$ cat config.mk
export PLATFORM = sky130hd
export DESIGN_NAME = ssm_top
export DESIGN_NICKNAME = d
export VERILOG_FILES = /design/src/design/ssm_pkg.sv /design/src/design/ssm_top.sv
export SDC_FILE = /design/constraint.sdc
export NUM_CORES = 1
export LEC_CHECK = 0
export BUFFER_PORTS_ARGS = -buffer_cell sky130_fd_sc_hd__buf_2
export CORE_MARGIN = 2
export CORE_UTILIZATION = 45
export DETAILED_ROUTE_END_ITERATION = 10
export PLACE_DENSITY = 0.66
export REMOVE_ABC_BUFFERS = 1
export SLEW_MARGIN = 20
export SYNTH_ARGS = -nofsm -noshare
export SYNTH_HDL_FRONTEND = slang
export SYNTH_SLANG_ARGS = --single-unit
$ cat constraint.sdc
create_clock -name aclk -period 7.4 [get_ports aclk]
set_input_delay 1.11 -clock aclk [delete_from_list [all_inputs] [get_ports aclk]]
set_output_delay 1.11 -clock aclk [all_outputs]
set_load 0.01 [all_outputs]
$ cat src/design/ssm_pkg.sv
// Purpose: Constants and types for the clocked serial port block.
// Assumes: AXI4-Lite access, 32-bit data, one aligned word per register.
// Notes: Only synchronous (clocked) operation is modelled.
package ssm_pkg;
    localparam logic [5:0] ADR_BAUD = 6'h00;
    localparam logic [5:0] ADR_IEN = 6'h04;
    localparam logic [5:0] ADR_IFLG = 6'h08;
    localparam logic [5:0] ADR_RCSC = 6'h0c;
    localparam logic [5:0] ADR_DIVL = 6'h10;
    localparam logic [5:0] ADR_DIVH = 6'h14;
    localparam logic [5:0] ADR_TXB = 6'h18;
    localparam logic [5:0] ADR_TXSC = 6'h1c;
    localparam logic [5:0] ADR_RXT = 6'h20;
    localparam logic [5:0] ADR_ICTL = 6'h24;
    localparam int B_CLOCK_POLARITY_SELECT = 4;
    localparam int B_WIDE_BAUD_COUNTER_SELECT = 3;
    localparam int B_RXI = 5;
    localparam int B_TXI = 4;
    localparam int B_SERIAL_PORT_ENABLE = 7;
    localparam int B_RX9 = 6;
    localparam int B_SINGLE_RECEIVE_ENABLE = 5;
    localparam int B_CONTINUOUS_RECEIVE_ENABLE = 4;
    localparam int B_OVERRUN_ERROR_FLAG = 1;
    localparam int B_RECEIVE_NINTH_BIT_VALUE = 0;
    localparam int B_CLOCK_SOURCE_MASTER = 7;
    localparam int B_TX9 = 6;
    localparam int B_TRANSMIT_ENABLE = 5;
    localparam int B_SYNC = 4;
    localparam int B_HIGH_SPEED_BAUD_SELECT = 2;
    localparam int B_TRMT = 1;
    localparam int B_TRANSMIT_NINTH_BIT_VALUE = 0;
    localparam int B_PERIPHERAL_IRQ_ENABLE = 0;
    localparam logic [1:0] RESP_OK = 2'h0;
    localparam logic [1:0] RESP_ERR = 2'h2;
    localparam logic [3:0] LAST8 = 4'h7;
    localparam logic [3:0] LAST9 = 4'h8;
    localparam logic [1:0] FIFO_FULL = 2'h2;

    typedef struct packed {
        logic serial_port_enable, rx9, single_receive_enable, continuous_receive_enable;
        logic clock_source_master, tx9, transmit_enable, sync, high_speed_baud_select, transmit_ninth_bit_value;
        logic clock_polarity_select, wide_baud_counter_select, receive_irq_enable, transmit_irq_enable, peripheral_irq_enable;
    } ssm_ctrl_t;

    localparam ssm_ctrl_t CTRL_RST = '0;
endpackage

$ cat src/design/ssm_top.sv
// Purpose: Clocked serial port, master or slave, with register access.
// Assumes: aclk 200 MHz; link clock is sampled, never used as a clock.
// Notes: Line inputs pass two flops, so slave edges lag by 2 cycles.
//
// The AXI4-Lite slave port and the register addresses were decided locally.
`timescale 1ns/1ps
`default_nettype none
module ssm_top import ssm_pkg::*; (
    input wire logic aclk,
    input wire logic aresetn,
    input wire logic [5:0] s_axi_awaddr,
    input wire logic s_axi_awvalid,
    output logic s_axi_awready,
    input wire logic [31:0] s_axi_wdata,
    input wire logic [3:0] s_axi_wstrb,
    input wire logic s_axi_wvalid,
    output logic s_axi_wready,
    output logic [1:0] s_axi_bresp,
    output logic s_axi_bvalid,
    input wire logic s_axi_bready,
    input wire logic [5:0] s_axi_araddr,
    input wire logic s_axi_arvalid,
    output logic s_axi_arready,
    output logic [31:0] s_axi_rdata,
    output logic [1:0] s_axi_rresp,
    output logic s_axi_rvalid,
    input wire logic s_axi_rready,
    input wire logic data_line_i,
    output logic data_line_o,
    output logic data_line_oe,
    input wire logic clock_line_i,
    output logic clock_line_o,
    output logic clock_line_oe,
    output logic wake_o
);
    ssm_ctrl_t ctrl_ff, nxt_ctrl;
    logic [7:0] divl_ff, divh_ff;
    logic bvalid_ff, rvalid_ff;
    logic [1:0] bresp_ff, rresp_ff;
    logic [31:0] rdata_ff;
    logic [7:0] rb;
    logic [15:0] brg_ff;
    logic [1:0] pre_ff;
    logic phase_ff, ckout_ff;
    logic dl_s1, dl_s2, ck_s1, ck_s2, ck_s3;
    logic [3:0] bit_ff;
    logic [8:0] tsr_ff, thr_ff, rsr_ff;
    logic busy_ff, thrf_ff, dout_ff, overrun_error_flag_ff;
    logic [8:0] fifo_ff [2];
    logic [1:0] cnt_ff;

    // Bus decode; address and data are taken together in one cycle.
    wire wr_go = s_axi_awvalid & s_axi_wvalid & ~bvalid_ff;
    wire rd_go = s_axi_arvalid & ~rvalid_ff;
    wire [5:0] wa = {s_axi_awaddr[5:2], 2'h0};
    wire [5:0] ra = {s_axi_araddr[5:2], 2'h0};
    wire wa_ok = wa <= ADR_ICTL;
    wire ra_ok = ra <= ADR_ICTL;
    wire wr_lo = wr_go & s_axi_wstrb[0];
    wire [7:0] wd = s_axi_wdata[7:0];
    wire wr_thr = wr_lo & (wa == ADR_TXB);
    wire rd_rxt = rd_go & (ra == ADR_RXT);
    assign s_axi_awready = wr_go;
    assign s_axi_wready = wr_go;
    assign s_axi_arready = rd_go;
    assign s_axi_bvalid = bvalid_ff;
    assign s_axi_bresp = bresp_ff;
    assign s_axi_rvalid = rvalid_ff;
    assign s_axi_rresp = rresp_ff;
    assign s_axi_rdata = rdata_ff;

    // Mode decode; receive selection overrides transmit.
    wire en = ctrl_ff.serial_port_enable & ctrl_ff.sync;
    wire master = en & ctrl_ff.clock_source_master;
    wire slave = en & ~ctrl_ff.clock_source_master;
    wire rx_mode = en & (ctrl_ff.single_receive_enable | ctrl_ff.continuous_receive_enable);
    wire rx_run = rx_mode & ~overrun_error_flag_ff;
    wire tx_mode = en & ctrl_ff.transmit_enable & ~rx_mode;
    wire tx_act = tx_mode & busy_ff;
    wire run_m = master & (tx_act | rx_run);
    wire nine = rx_mode ? ctrl_ff.rx9 : ctrl_ff.tx9;
    wire [3:0] last = nine ? LAST9 : LAST8;
    wire din = dl_s2;

    // Baud divisor; an idle generator stays loaded so the first half
    // period is a full one.
    wire [15:0] div = ctrl_ff.wide_baud_counter_select ? {divh_ff, divl_ff} : {8'h00, divl_ff};
    wire fast = ctrl_ff.high_speed_baud_select | ctrl_ff.wide_baud_counter_select;
    wire tick = run_m & (brg_ff == 16'h0000) & (fast | (&pre_ff));
    wire m_lead = tick & ~phase_ff;
    wire m_trail = tick & phase_ff;

    // Slave edges from the synchronised clock line.
    wire ck_chg = ck_s2 ^ ck_s3;
    wire s_lead = slave & ck_chg & (ck_s2 ^ ctrl_ff.clock_polarity_select);
    wire s_trail = slave & ck_chg & ~(ck_s2 ^ ctrl_ff.clock_polarity_select);
    wire lead = master ? m_lead : s_lead;
    wire trail = master ? m_trail : s_trail;
    wire xfer_on = tx_act | rx_run;
    wire at_last = bit_ff == last;
    wire tx_done = tx_act & trail & at_last;
    wire char_done = rx_run & trail & at_last;

    // Transmit holding and shifter moves.
    wire load_thr = tx_mode & ~busy_ff & thrf_ff;
    wire load_wr = tx_mode & ~busy_ff & ~thrf_ff & wr_thr;
    wire [8:0] wr_char = {ctrl_ff.tx9 & ctrl_ff.transmit_ninth_bit_value, wd};
    wire transmit_buffer_empty_flag = ~thrf_ff;

    // Receive assembly and FIFO control.
    wire [8:0] rx_char = ctrl_ff.rx9 ? {din, rsr_ff[7:0]}
                                     : {1'b0, din, rsr_ff[6:0]};
    wire pop = rd_rxt & (cnt_ff != 2'h0);
    wire push = char_done & ((cnt_ff != FIFO_FULL) | pop);
    wire ovr = char_done & ~push;
    wire [1:0] wi = cnt_ff - {1'b0, pop};
    wire receive_flag = cnt_ff != 2'h0;
    wire continuous_receive_enable_fall = ctrl_ff.continuous_receive_enable & ~nxt_ctrl.continuous_receive_enable;
    wire overrun_error_flag_clr = ~ctrl_ff.serial_port_enable | continuous_receive_enable_fall
                  | (~ctrl_ff.continuous_receive_enable & rd_rxt);

    // Pin drivers.
    assign data_line_oe = tx_mode;
    assign clock_line_oe = master & (tx_mode | rx_mode);
    assign data_line_o = dout_ff;
    assign clock_line_o = ckout_ff;
    assign wake_o = ctrl_ff.peripheral_irq_enable & ((transmit_buffer_empty_flag & ctrl_ff.transmit_irq_enable)
                  | (receive_flag & ctrl_ff.receive_irq_enable));

    // Control bits; a software write lands after the hardware clear.
    always_comb begin
        nxt_ctrl = ctrl_ff;
        if (char_done) begin
            nxt_ctrl.single_receive_enable = 1'b0;
        end
        if (wr_lo && wa == ADR_BAUD) begin
            nxt_ctrl.clock_polarity_select = wd[B_CLOCK_POLARITY_SELECT];
            nxt_ctrl.wide_baud_counter_select = wd[B_WIDE_BAUD_COUNTER_SELECT];
        end
        if (wr_lo && wa == ADR_IEN) begin
            nxt_ctrl.receive_irq_enable = wd[B_RXI];
            nxt_ctrl.transmit_irq_enable = wd[B_TXI];
        end
        if (wr_lo && wa == ADR_RCSC) begin
            nxt_ctrl.serial_port_enable = wd[B_SERIAL_PORT_ENABLE];
            nxt_ctrl.rx9 = wd[B_RX9];
            nxt_ctrl.single_receive_enable = wd[B_SINGLE_RECEIVE_ENABLE];
            nxt_ctrl.continuous_receive_enable = wd[B_CONTINUOUS_RECEIVE_ENABLE];
        end
        if (wr_lo && wa == ADR_TXSC) begin
            nxt_ctrl.clock_source_master = wd[B_CLOCK_SOURCE_MASTER];
            nxt_ctrl.tx9 = wd[B_TX9];
            nxt_ctrl.transmit_enable = wd[B_TRANSMIT_ENABLE];
            nxt_ctrl.sync = wd[B_SYNC];
            nxt_ctrl.high_speed_baud_select = wd[B_HIGH_SPEED_BAUD_SELECT];
            nxt_ctrl.transmit_ninth_bit_value = wd[B_TRANSMIT_NINTH_BIT_VALUE];
        end
        if (wr_lo && wa == ADR_ICTL) begin
            nxt_ctrl.peripheral_irq_enable = wd[B_PERIPHERAL_IRQ_ENABLE];
        end
    end

    // Read mux; unlisted bits read as zero.
    always_comb begin
        rb = 8'h00;
        unique case (ra)
            ADR_BAUD: begin
                rb[B_CLOCK_POLARITY_SELECT] = ctrl_ff.clock_polarity_select;
                rb[B_WIDE_BAUD_COUNTER_SELECT] = ctrl_ff.wide_baud_counter_select;
            end
            ADR_IEN: begin
                rb[B_RXI] = ctrl_ff.receive_irq_enable;
                rb[B_TXI] = ctrl_ff.transmit_irq_enable;
            end
            ADR_IFLG: begin
                rb[B_RXI] = receive_flag;
                rb[B_TXI] = transmit_buffer_empty_flag;
            end
            ADR_RCSC: begin
                rb[B_SERIAL_PORT_ENABLE] = ctrl_ff.serial_port_enable;
                rb[B_RX9] = ctrl_ff.rx9;
                rb[B_SINGLE_RECEIVE_ENABLE] = ctrl_ff.single_receive_enable;
                rb[B_CONTINUOUS_RECEIVE_ENABLE] = ctrl_ff.continuous_receive_enable;
                rb[B_OVERRUN_ERROR_FLAG] = overrun_error_flag_ff;
                rb[B_RECEIVE_NINTH_BIT_VALUE] = fifo_ff[0][8];
            end
            ADR_DIVL: rb = divl_ff;
            ADR_DIVH: rb = divh_ff;
            ADR_TXSC: begin
                rb[B_CLOCK_SOURCE_MASTER] = ctrl_ff.clock_source_master;
                rb[B_TX9] = ctrl_ff.tx9;
                rb[B_TRANSMIT_ENABLE] = ctrl_ff.transmit_enable;
                rb[B_SYNC] = ctrl_ff.sync;
                rb[B_HIGH_SPEED_BAUD_SELECT] = ctrl_ff.high_speed_baud_select;
                rb[B_TRMT] = ~busy_ff;
                rb[B_TRANSMIT_NINTH_BIT_VALUE] = ctrl_ff.transmit_ninth_bit_value;
            end
            ADR_RXT: rb = fifo_ff[0][7:0];
            ADR_ICTL: rb[B_PERIPHERAL_IRQ_ENABLE] = ctrl_ff.peripheral_irq_enable;
            default: rb = 8'h00;
        endcase
    end

    // Bus responses and software registers.
    always_ff @(posedge aclk) begin
        if (!aresetn) begin
            ctrl_ff <= CTRL_RST;
            divl_ff <= 8'h00;
            divh_ff <= 8'h00;
            bvalid_ff <= 1'b0;
            bresp_ff <= RESP_OK;
            rvalid_ff <= 1'b0;
            rresp_ff <= RESP_OK;
            rdata_ff <= 32'h0000_0000;
        end else begin
            ctrl_ff <= nxt_ctrl;
            if (wr_lo && wa == ADR_DIVL) divl_ff <= wd;
            if (wr_lo && wa == ADR_DIVH) divh_ff <= wd;
            if (wr_go) begin
                bvalid_ff <= 1'b1;
                bresp_ff <= wa_ok ? RESP_OK : RESP_ERR;
            end else if (s_axi_bready) begin
                bvalid_ff <= 1'b0;
            end
            if (rd_go) begin
                rvalid_ff <= 1'b1;
                rresp_ff <= ra_ok ? RESP_OK : RESP_ERR;
                rdata_ff <= {24'h00_0000, rb};
            end else if (s_axi_rready) begin
                rvalid_ff <= 1'b0;
            end
        end
    end

    // Line synchronisers.
    always_ff @(posedge aclk) begin
        if (!aresetn) begin
            {dl_s1, dl_s2} <= 2'h0;
            {ck_s1, ck_s2, ck_s3} <= 3'h0;
        end else begin
            dl_s1 <= data_line_i;
            dl_s2 <= dl_s1;
            ck_s1 <= clock_line_i;
            ck_s2 <= ck_s1;
            ck_s3 <= ck_s2;
        end
    end

    // Master clock: two ticks per bit, so each half period is one divisor
    // interval, or four with high speed and wide baud both off. Stopping drops the line to idle at once.
    always_ff @(posedge aclk) begin
        if (!aresetn) begin
            brg_ff <= 16'h0000;
            pre_ff <= 2'h0;
            phase_ff <= 1'b0;
            ckout_ff <= 1'b0;
        end else begin
            if (!run_m) begin
                brg_ff <= div;
                pre_ff <= 2'h0;
                phase_ff <= 1'b0;
            end else if (brg_ff == 16'h0000) begin
                brg_ff <= div;
                pre_ff <= pre_ff + 2'h1;
                if (tick) phase_ff <= ~phase_ff;
            end else begin
                brg_ff <= brg_ff - 16'h0001;
            end
            ckout_ff <= ctrl_ff.clock_polarity_select ^ (run_m & (phase_ff ^ tick));
        end
    end

    // Bit counter shared by both directions; the port is half duplex.
    always_ff @(posedge aclk) begin
        if (!aresetn || !xfer_on) begin
            bit_ff <= 4'h0;
        end else if (trail) begin
            bit_ff <= at_last ? 4'h0 : bit_ff + 4'h1;
        end
    end

    // Transmit path.
    always_ff @(posedge aclk) begin
        if (!aresetn || !ctrl_ff.serial_port_enable) begin
            busy_ff <= 1'b0;
            thrf_ff <= 1'b0;
            tsr_ff <= 9'h000;
            thr_ff <= 9'h000;
            dout_ff <= 1'b0;
        end else begin
            if (load_thr) begin
                tsr_ff <= thr_ff;
                busy_ff <= 1'b1;
            end else if (load_wr) begin
                tsr_ff <= wr_char;
                busy_ff <= 1'b1;
            end else if (tx_done) begin
                busy_ff <= 1'b0;
            end
            thrf_ff <= (thrf_ff & ~load_thr) | (wr_thr & ~load_wr);
            if (wr_thr && !load_wr) thr_ff <= wr_char;
            if (tx_act && lead) dout_ff <= tsr_ff[bit_ff];
        end
    end

    // Receive path: the shifter samples on trailing edges only.
    always_ff @(posedge aclk) begin
        if (!aresetn || !ctrl_ff.serial_port_enable) begin
            rsr_ff <= 9'h000;
            cnt_ff <= 2'h0;
            fifo_ff[0] <= 9'h000;
            fifo_ff[1] <= 9'h000;
        end else begin
            if (rx_run && trail) rsr_ff[bit_ff] <= din;
            if (pop) fifo_ff[0] <= fifo_ff[1];
            if (push && wi == 2'h0) fifo_ff[0] <= rx_char;
            if (push && wi == 2'h1) fifo_ff[1] <= rx_char;
            cnt_ff <= cnt_ff + {1'b0, push} - {1'b0, pop};
        end
    end

    // Overrun flag; a new overrun wins over a clear in the same cycle.
    always_ff @(posedge aclk) begin
        if (!aresetn) begin
            overrun_error_flag_ff <= 1'b0;
        end else if (ovr) begin
            overrun_error_flag_ff <= 1'b1;
        end else if (overrun_error_flag_clr) begin
            overrun_error_flag_ff <= 1'b0;
        end
    end
endmodule // ssm_top
`default_nettype wire

==> flow_metrics.py, run 1 <==
metrics = {
    "outcome": {
        "status": "finished, final reports clean",
    },
    "synth": {
        "synthFlopType": "dfxtp_1",
        "synth-seq-cells": 122,
        "syn_area_per_cell_um2": 8.94,
        "yosys_warnings": 0,
        "synth_top_area_share_pct": 34.7,
        "synth_top_area_cell": "dfxtp_1",
        "syn_inst": 672,
        "yosys-top-cells-area": "dfxtp_1 (35%), edfxtp_1 (9.0%), mux2i_1 (7.5%), nor2_1 (6.0%), nand2_1 (3.8%)",
        "syn_area_um2": 6000,
        "synth_cell_type_count": 60,
        "ys_async_sr_fraction_pct": 0,
        "synth-edff-count": 18,
        "seq_area_frac_synth_pct": 43.7,
    },
    "worst_setup_path": {
        "endpoint_kind": "flip-flop",
        "crit_path_start_kind": "flip-flop",
        "reg2reg_slack_ps": 3100,
        "worstPathMaxFanout": 10,
        "required_ps": 7470,
        "criticalPathCategory": "reg2reg",
        "arrival_ps": 4370,
    },
    "timing": {
        "hold_viol_final": 0,
        "relSlewSlack_pct": 40.5,
        "rsz0062_at_grt": "false",
        "finalSetupViolations": 0,
        "period_share_pct": 58.1,
        "maxSlewViolCount": 0,
        "max_slew.worst_pin.slew_ps": 885,
        "fin_tns_setup_ps": 0,
        "skew_ps": 7.80,
        "clock.fmax_mhz": 232,
        "min_period_ps": 4300,
    },
    "layout": {
        "finalInstanceArea_um2": 6770,
        "seq_area_um2": 2620,
        "multi_input_area_um2": 3070,
        "layout_commonest_cell": "dfxtp_1",
        "drive_above_1_share_pct": 13.6,
        "diodes": 0,
        "final_cell_mix": "dfxtp_1 (104), nor2_1 (96), nand2_1 (61), mux2i_1 (45), buf_2 (45)",
        "fill_cells": 1241,
        "areaGrowthSynthToFinish_pct": 12.7,
        "fin_nets": 769,
    },
    "power_and_ir_drop": {
        "vdd_drop_max_v": 0.000139,
        "leakagePower_nw": 2.66,
        "power_density_nw_per_um2": 222,
    },
    "placed_design": {
        "place_hpwl_um": 10400,
        "place_area_um2": 6210,
        "port_buffers": 45,
        "place.gp.congestion": 0.914,
    },
    "drt": {
        "drc_errors": 0,
        "wire_per_inst_um": 15.9,
        "drt-initial-drc-count": 380,
        "antenna_left": 0,
        "vias_per_cell": 5.43,
        "drt_wl_total_um": 14100,
        "num_vias": 4827,
        "first_pass_iters": 4,
    },
    "floorplanning": {
        "fp-row-count": 42,
        "core_area_um2": 13100,
        "die_x_um": 120,
        "die-area_um2": 14300,
        "ios": 103,
        "start_util_pct": 45.7,
        "die_h_um": 120,
    },
    "cts": {
        "clk_path_buf_depth": 2,
        "cts-buffers-inserted": 17,
        "h-tree-depth": 4,
        "cts_root_buffer": "clkbuf_16",
        "cts_tree": "yes",
        "clock_latency_ps": 410,
        "cts_resized": 0,
        "cts_hold_repair.buffers": 0,
        "clk_pin_slew_ps": 50,
        "clock_sinks": 122,
        "postCtsSetupRepairBufs": 0,
    },
    "global_route": {
        "grt_max_degree": 48,
        "antenna_found_initial": 0,
        "grt.overflow.total": 0,
        "grt_pass1_vias": 4699,
        "grtUsageTotal_pct": 20.6,
        "grt_pass1_wl_um": 23200,
    },
    "hold_path": {
        "hold_path.class": "reg2reg",
    },
    "run": {
        "max_cap_viol_count": 0,
    },
}
[per-layer routing]
metal	wire, um	part of all wire, %	track usage [%]
met4	355	2.5	8.31
met5	0	0	0
met3	841	5.9	5.04
met1	6210	44	25.9
met2	6740	48	34.1
[cells by family after synthesis]
kind of cell	share of synthesized area, %
AOI/OAI and AO/OA	13.2
adders and majority gates	2.50
and+or+nand+nor	21.8
muxes	8.81
buffers and inverters	6.98
other	0.0625
DFF	43.7
xor gates and xnor gates	2.92
[worst paths after layout]
| check | from | end | depth (start not counted) |
|---|---|---|---|
| max | brg_ff[7] | fifo_ff[0][3] | 12 |
| min | ck_s1 | ck_s2 | 1 |
| max reg2reg | brg_ff[7] | fifo_ff[0][3] | 12 |
| min reg2reg | ck_s1 | ck_s2 | 1 |
[worst max-delay path, cell delays in order (launching register included)]
cell	delay, ps
dfxtp_1	350
or4_4	570
or4_4	460
nor3_1	310
o31ai_1	180
nor2_1	170
ha_1	160
nand2b_1	90
o31ai_1	190
or2_1	320
nor4b_2	380
and2_1	370
or3_1	400
[cells in the mapped netlist (10+ instances only)]
cell type / instances
a211oi_1: 11
a21oi_1: 34
a22o_1: 11
a311oi_1: 10
and2_1: 10
buf_4: 27
clkbuf_1: 28
dfxtp_1: 104
edfxtp_1: 18
ha_1: 12
inv_1: 16
mux2i_1: 45
nand2_1: 61
nand3_1: 30
nor2_1: 96
nor2b_1: 13
nor3_1: 12
o21ai_0: 12
xor2_1: 12
[per-stage QoR]
stage          power [W]  hold slack, ps  std cells  utilization (%)  setup WS (ps)
4_1_cts          0.00151             450        889             51.5           3130
6_report         0.00150             438        889             51.5           3100
3_5_place_dp    0.000756             429        857             47.3           3100
5_1_grt          0.00155             468        889             51.5           2820
3_3_place_gp    0.000754             429        857             47.2           3030
2_1_floorplan   0.000725             412        633                -           3540
[final cells by class]
class	count	share of cell area, %
Clock inverter	9	1.07
Multi-Input combinational cell	495	45.3
Timing Repair Buffer	48	3.66
Clock buffer	23	7.06
Inverter	16	0.887
Sequential cell	122	38.7
Tap cell	176	3.25
[state kept, by name, summed over array words and instances, names as in the netlist, 2 cells and up]
name / cells
cnt_ff: 2
bit_ff: 4
divh_ff: 8
s_axi_rdata: 8
brg_ff: 16
ctrl_ff: 15
thr_ff: 9
rsr_ff: 8
divl_ff: 8
fifo_ff: 18
tsr_ff: 9
pre_ff: 2
[report_power, final]
part | internal [W] | total, W | leakage [nW] | switching, W
logic | 0.0000189 | 0.0000622 | 1.32 | 0.0000433
clock network | 0.000483 | 0.000760 | 0.276 | 0.000277
registers | 0.000676 | 0.000680 | 1.06 | 0.00000370
No activity file was read; power rests on OpenSTA's default activity.
==> inputs of run 2 (changes only) <==
clock period = 4.2 ns   (was 7.4 ns; I/O delays follow)
==> flow_metrics.py, run 2 (synthesis gave the netlist of run 1 again) <==
metrics = {
    "drt": {
        "drc_errors": 0,
        "wire_per_inst_um": 16.3,
        "drt_wl_total_um": 14600,
        "vias_per_cell": 5.40,
        "drt-initial-drc-count": 327,
        "antenna_left": 0,
        "first_pass_iters": 6,
        "num_vias": 4833,
    },
    "cts": {
        "cts-buffers-inserted": 17,
        "cts_resized": 0,
        "postCtsSetupRepairBufs": 0,
        "cts_tree": "yes",
        "h-tree-depth": 4,
        "clock_sinks": 122,
        "cts_hold_repair.buffers": 0,
        "clk_path_buf_depth": 2,
        "cts_root_buffer": "clkbuf_16",
        "clk_pin_slew_ps": 60,
        "clock_latency_ps": 420,
    },
    "placed_design": {
        "place_inst": 863,
        "pre_cts_ws_ps": 38.3,
        "port_buffers": 45,
        "place.gp.congestion": 0.943,
        "place_hpwl_um": 10500,
    },
    "timing": {
        "skew_ps": 5.59,
        "worst_slack_ps": 284,
        "period_share_pct": 93.2,
        "fin_tns_setup_ps": 0,
        "clock.fmax_mhz": 255,
        "max_slew.worst_pin.slew_ps": 807,
        "relSlewSlack_pct": 45.7,
        "hold_viol_final": 0,
        "finalSetupViolations": 0,
        "min_period_ps": 3920,
        "rsz0062_at_grt": "false",
        "whs_ps": 413,
        "maxSlewViolCount": 0,
    },
    "power_and_ir_drop": {
        "p_sw_share_pct": 21.7,
        "internal-power_w": 0.00222,
        "vdd_drop_max_v": 0.000238,
        "power_switching_w": 0.000616,
        "power_density_nw_per_um2": 410,
        "p_comb_share_pct": 4.0,
        "power_frac_seq_pct": 42.3,
        "clkPwrFrac_pct": 53.7,
        "leakagePower_nw": 2.73,
    },
    "floorplanning": {
        "core_area_um2": 13100,
        "die-area_um2": 14300,
        "die_h_um": 120,
        "die_x_um": 120,
        "ios": 103,
        "fp-row-count": 42,
        "start_util_pct": 45.7,
    },
    "worst_setup_path": {
        "cp_num_buf_inv": 1,
        "crit_path_start_kind": "flip-flop",
        "criticalPathCategory": "reg2reg",
        "critPathSlowestCell": "or4_4",
        "worstPathMaxFanout": 5,
        "path_cells": "or4_4, or4_4, nor3_2, o31ai_1, nor2_1, ha_1, nand2b_1, o31ai_1, or2_1, nor2_1, nand2_1, ha_1, inv_1, ha_1, xor2_1, xnor2_1, nor2_1",
        "required_ps": 4490,
        "cpPeakStageDelay_ps": 570,
        "critPathTopFamily": "simple AND/OR/NAND/NOR gates",
        "endpoint_kind": "flip-flop",
        "arrival_ps": 4210,
    },
    "layout": {
        "reg_top3": "fifo_ff (18), brg_ff (16), ctrl_ff (15)",
        "diodes": 0,
        "fill_cells": 1206,
        "regMostFlops": "fifo_ff",
        "drive_above_1_share_pct": 14.7,
        "areaGrowthSynthToFinish_pct": 15.1,
        "final_cell_mix": "dfxtp_1 (104), nor2_1 (96), nand2_1 (61), buf_2 (45), mux2i_1 (44)",
        "largest_reg_flops": 18,
        "fin_nets": 775,
        "final_core_util_pct": 52.6,
        "finalNonFillerCells": 895,
        "layout_commonest_cell": "dfxtp_1",
    },
    "hold_path": {
        "hold_path.class": "in2reg",
    },
    "global_route": {
        "grt.overflow.total": 0,
        "grtUsageTotal_pct": 21.0,
        "antenna_found_initial": 0,
        "grt_max_degree": 47,
        "grt_pass1_vias": 4536,
        "grt_pass1_wl_um": 23200,
    },
    "run": {
        "max_cap_viol_count": 0,
    },
    "outcome": {
        "status": "finished, final reports clean",
    },
}
==> run 2: layout make-up <==
class	instances	area, um2	area share [%]
repair buffers	54	293	4.24
clock inverters	9	108	1.56
well taps	176	220	3.19
clock buffers	23	520	7.53
inverters	16	60.1	0.869
flip-flops and latches	122	2620	37.9
multi-input cells	495	3090	44.7
==> run 2: metrics by stage <==
stage          total power [W]  cell area [um2]
2_1_floorplan          0.00128             5740
3_3_place_gp           0.00133             6250
3_5_place_dp           0.00133             6250
4_1_cts                0.00284             6880
5_1_grt                0.00291             6910
6_report               0.00283             6910
==> run 2: power groups by stage <==
stage	Clock [W]	Combinational, W	Sequential [W]
final	0.00152	0.000112	0.00120
after global routing	0.00159	0.000123	0.00120
after CTS	0.00154	0.000111	0.00120
after detailed placement	0	0.000110	0.00122
after global placement	0	0.000108	0.00122
after floorplan	0	0.0000539	0.00122
==> run 2: layer usage <==
metal / GRT usage [%] / routed length, um / up-vias
met3: 4.94 / 795 / 27
met4: 9.12 / 381 / 0
met2: 33.8 / 6850 / 145
li1: - / - / 2390
met5: 0 / 0 / -
met1: 27.1 / 6560 / 2271
==> run 2: final timing paths <==
path | cells past startpoint | to | slack (ps) | from
worst max register to register | 17 | cnt_ff[1] | 280 | brg_ff[7]
worst min-delay path | 2 | dl_s1 | 410 | data_line_i
worst max-delay path | 17 | cnt_ff[1] | 280 | brg_ff[7]
worst min register to register | 1 | ck_s2 | 430 | ck_s1
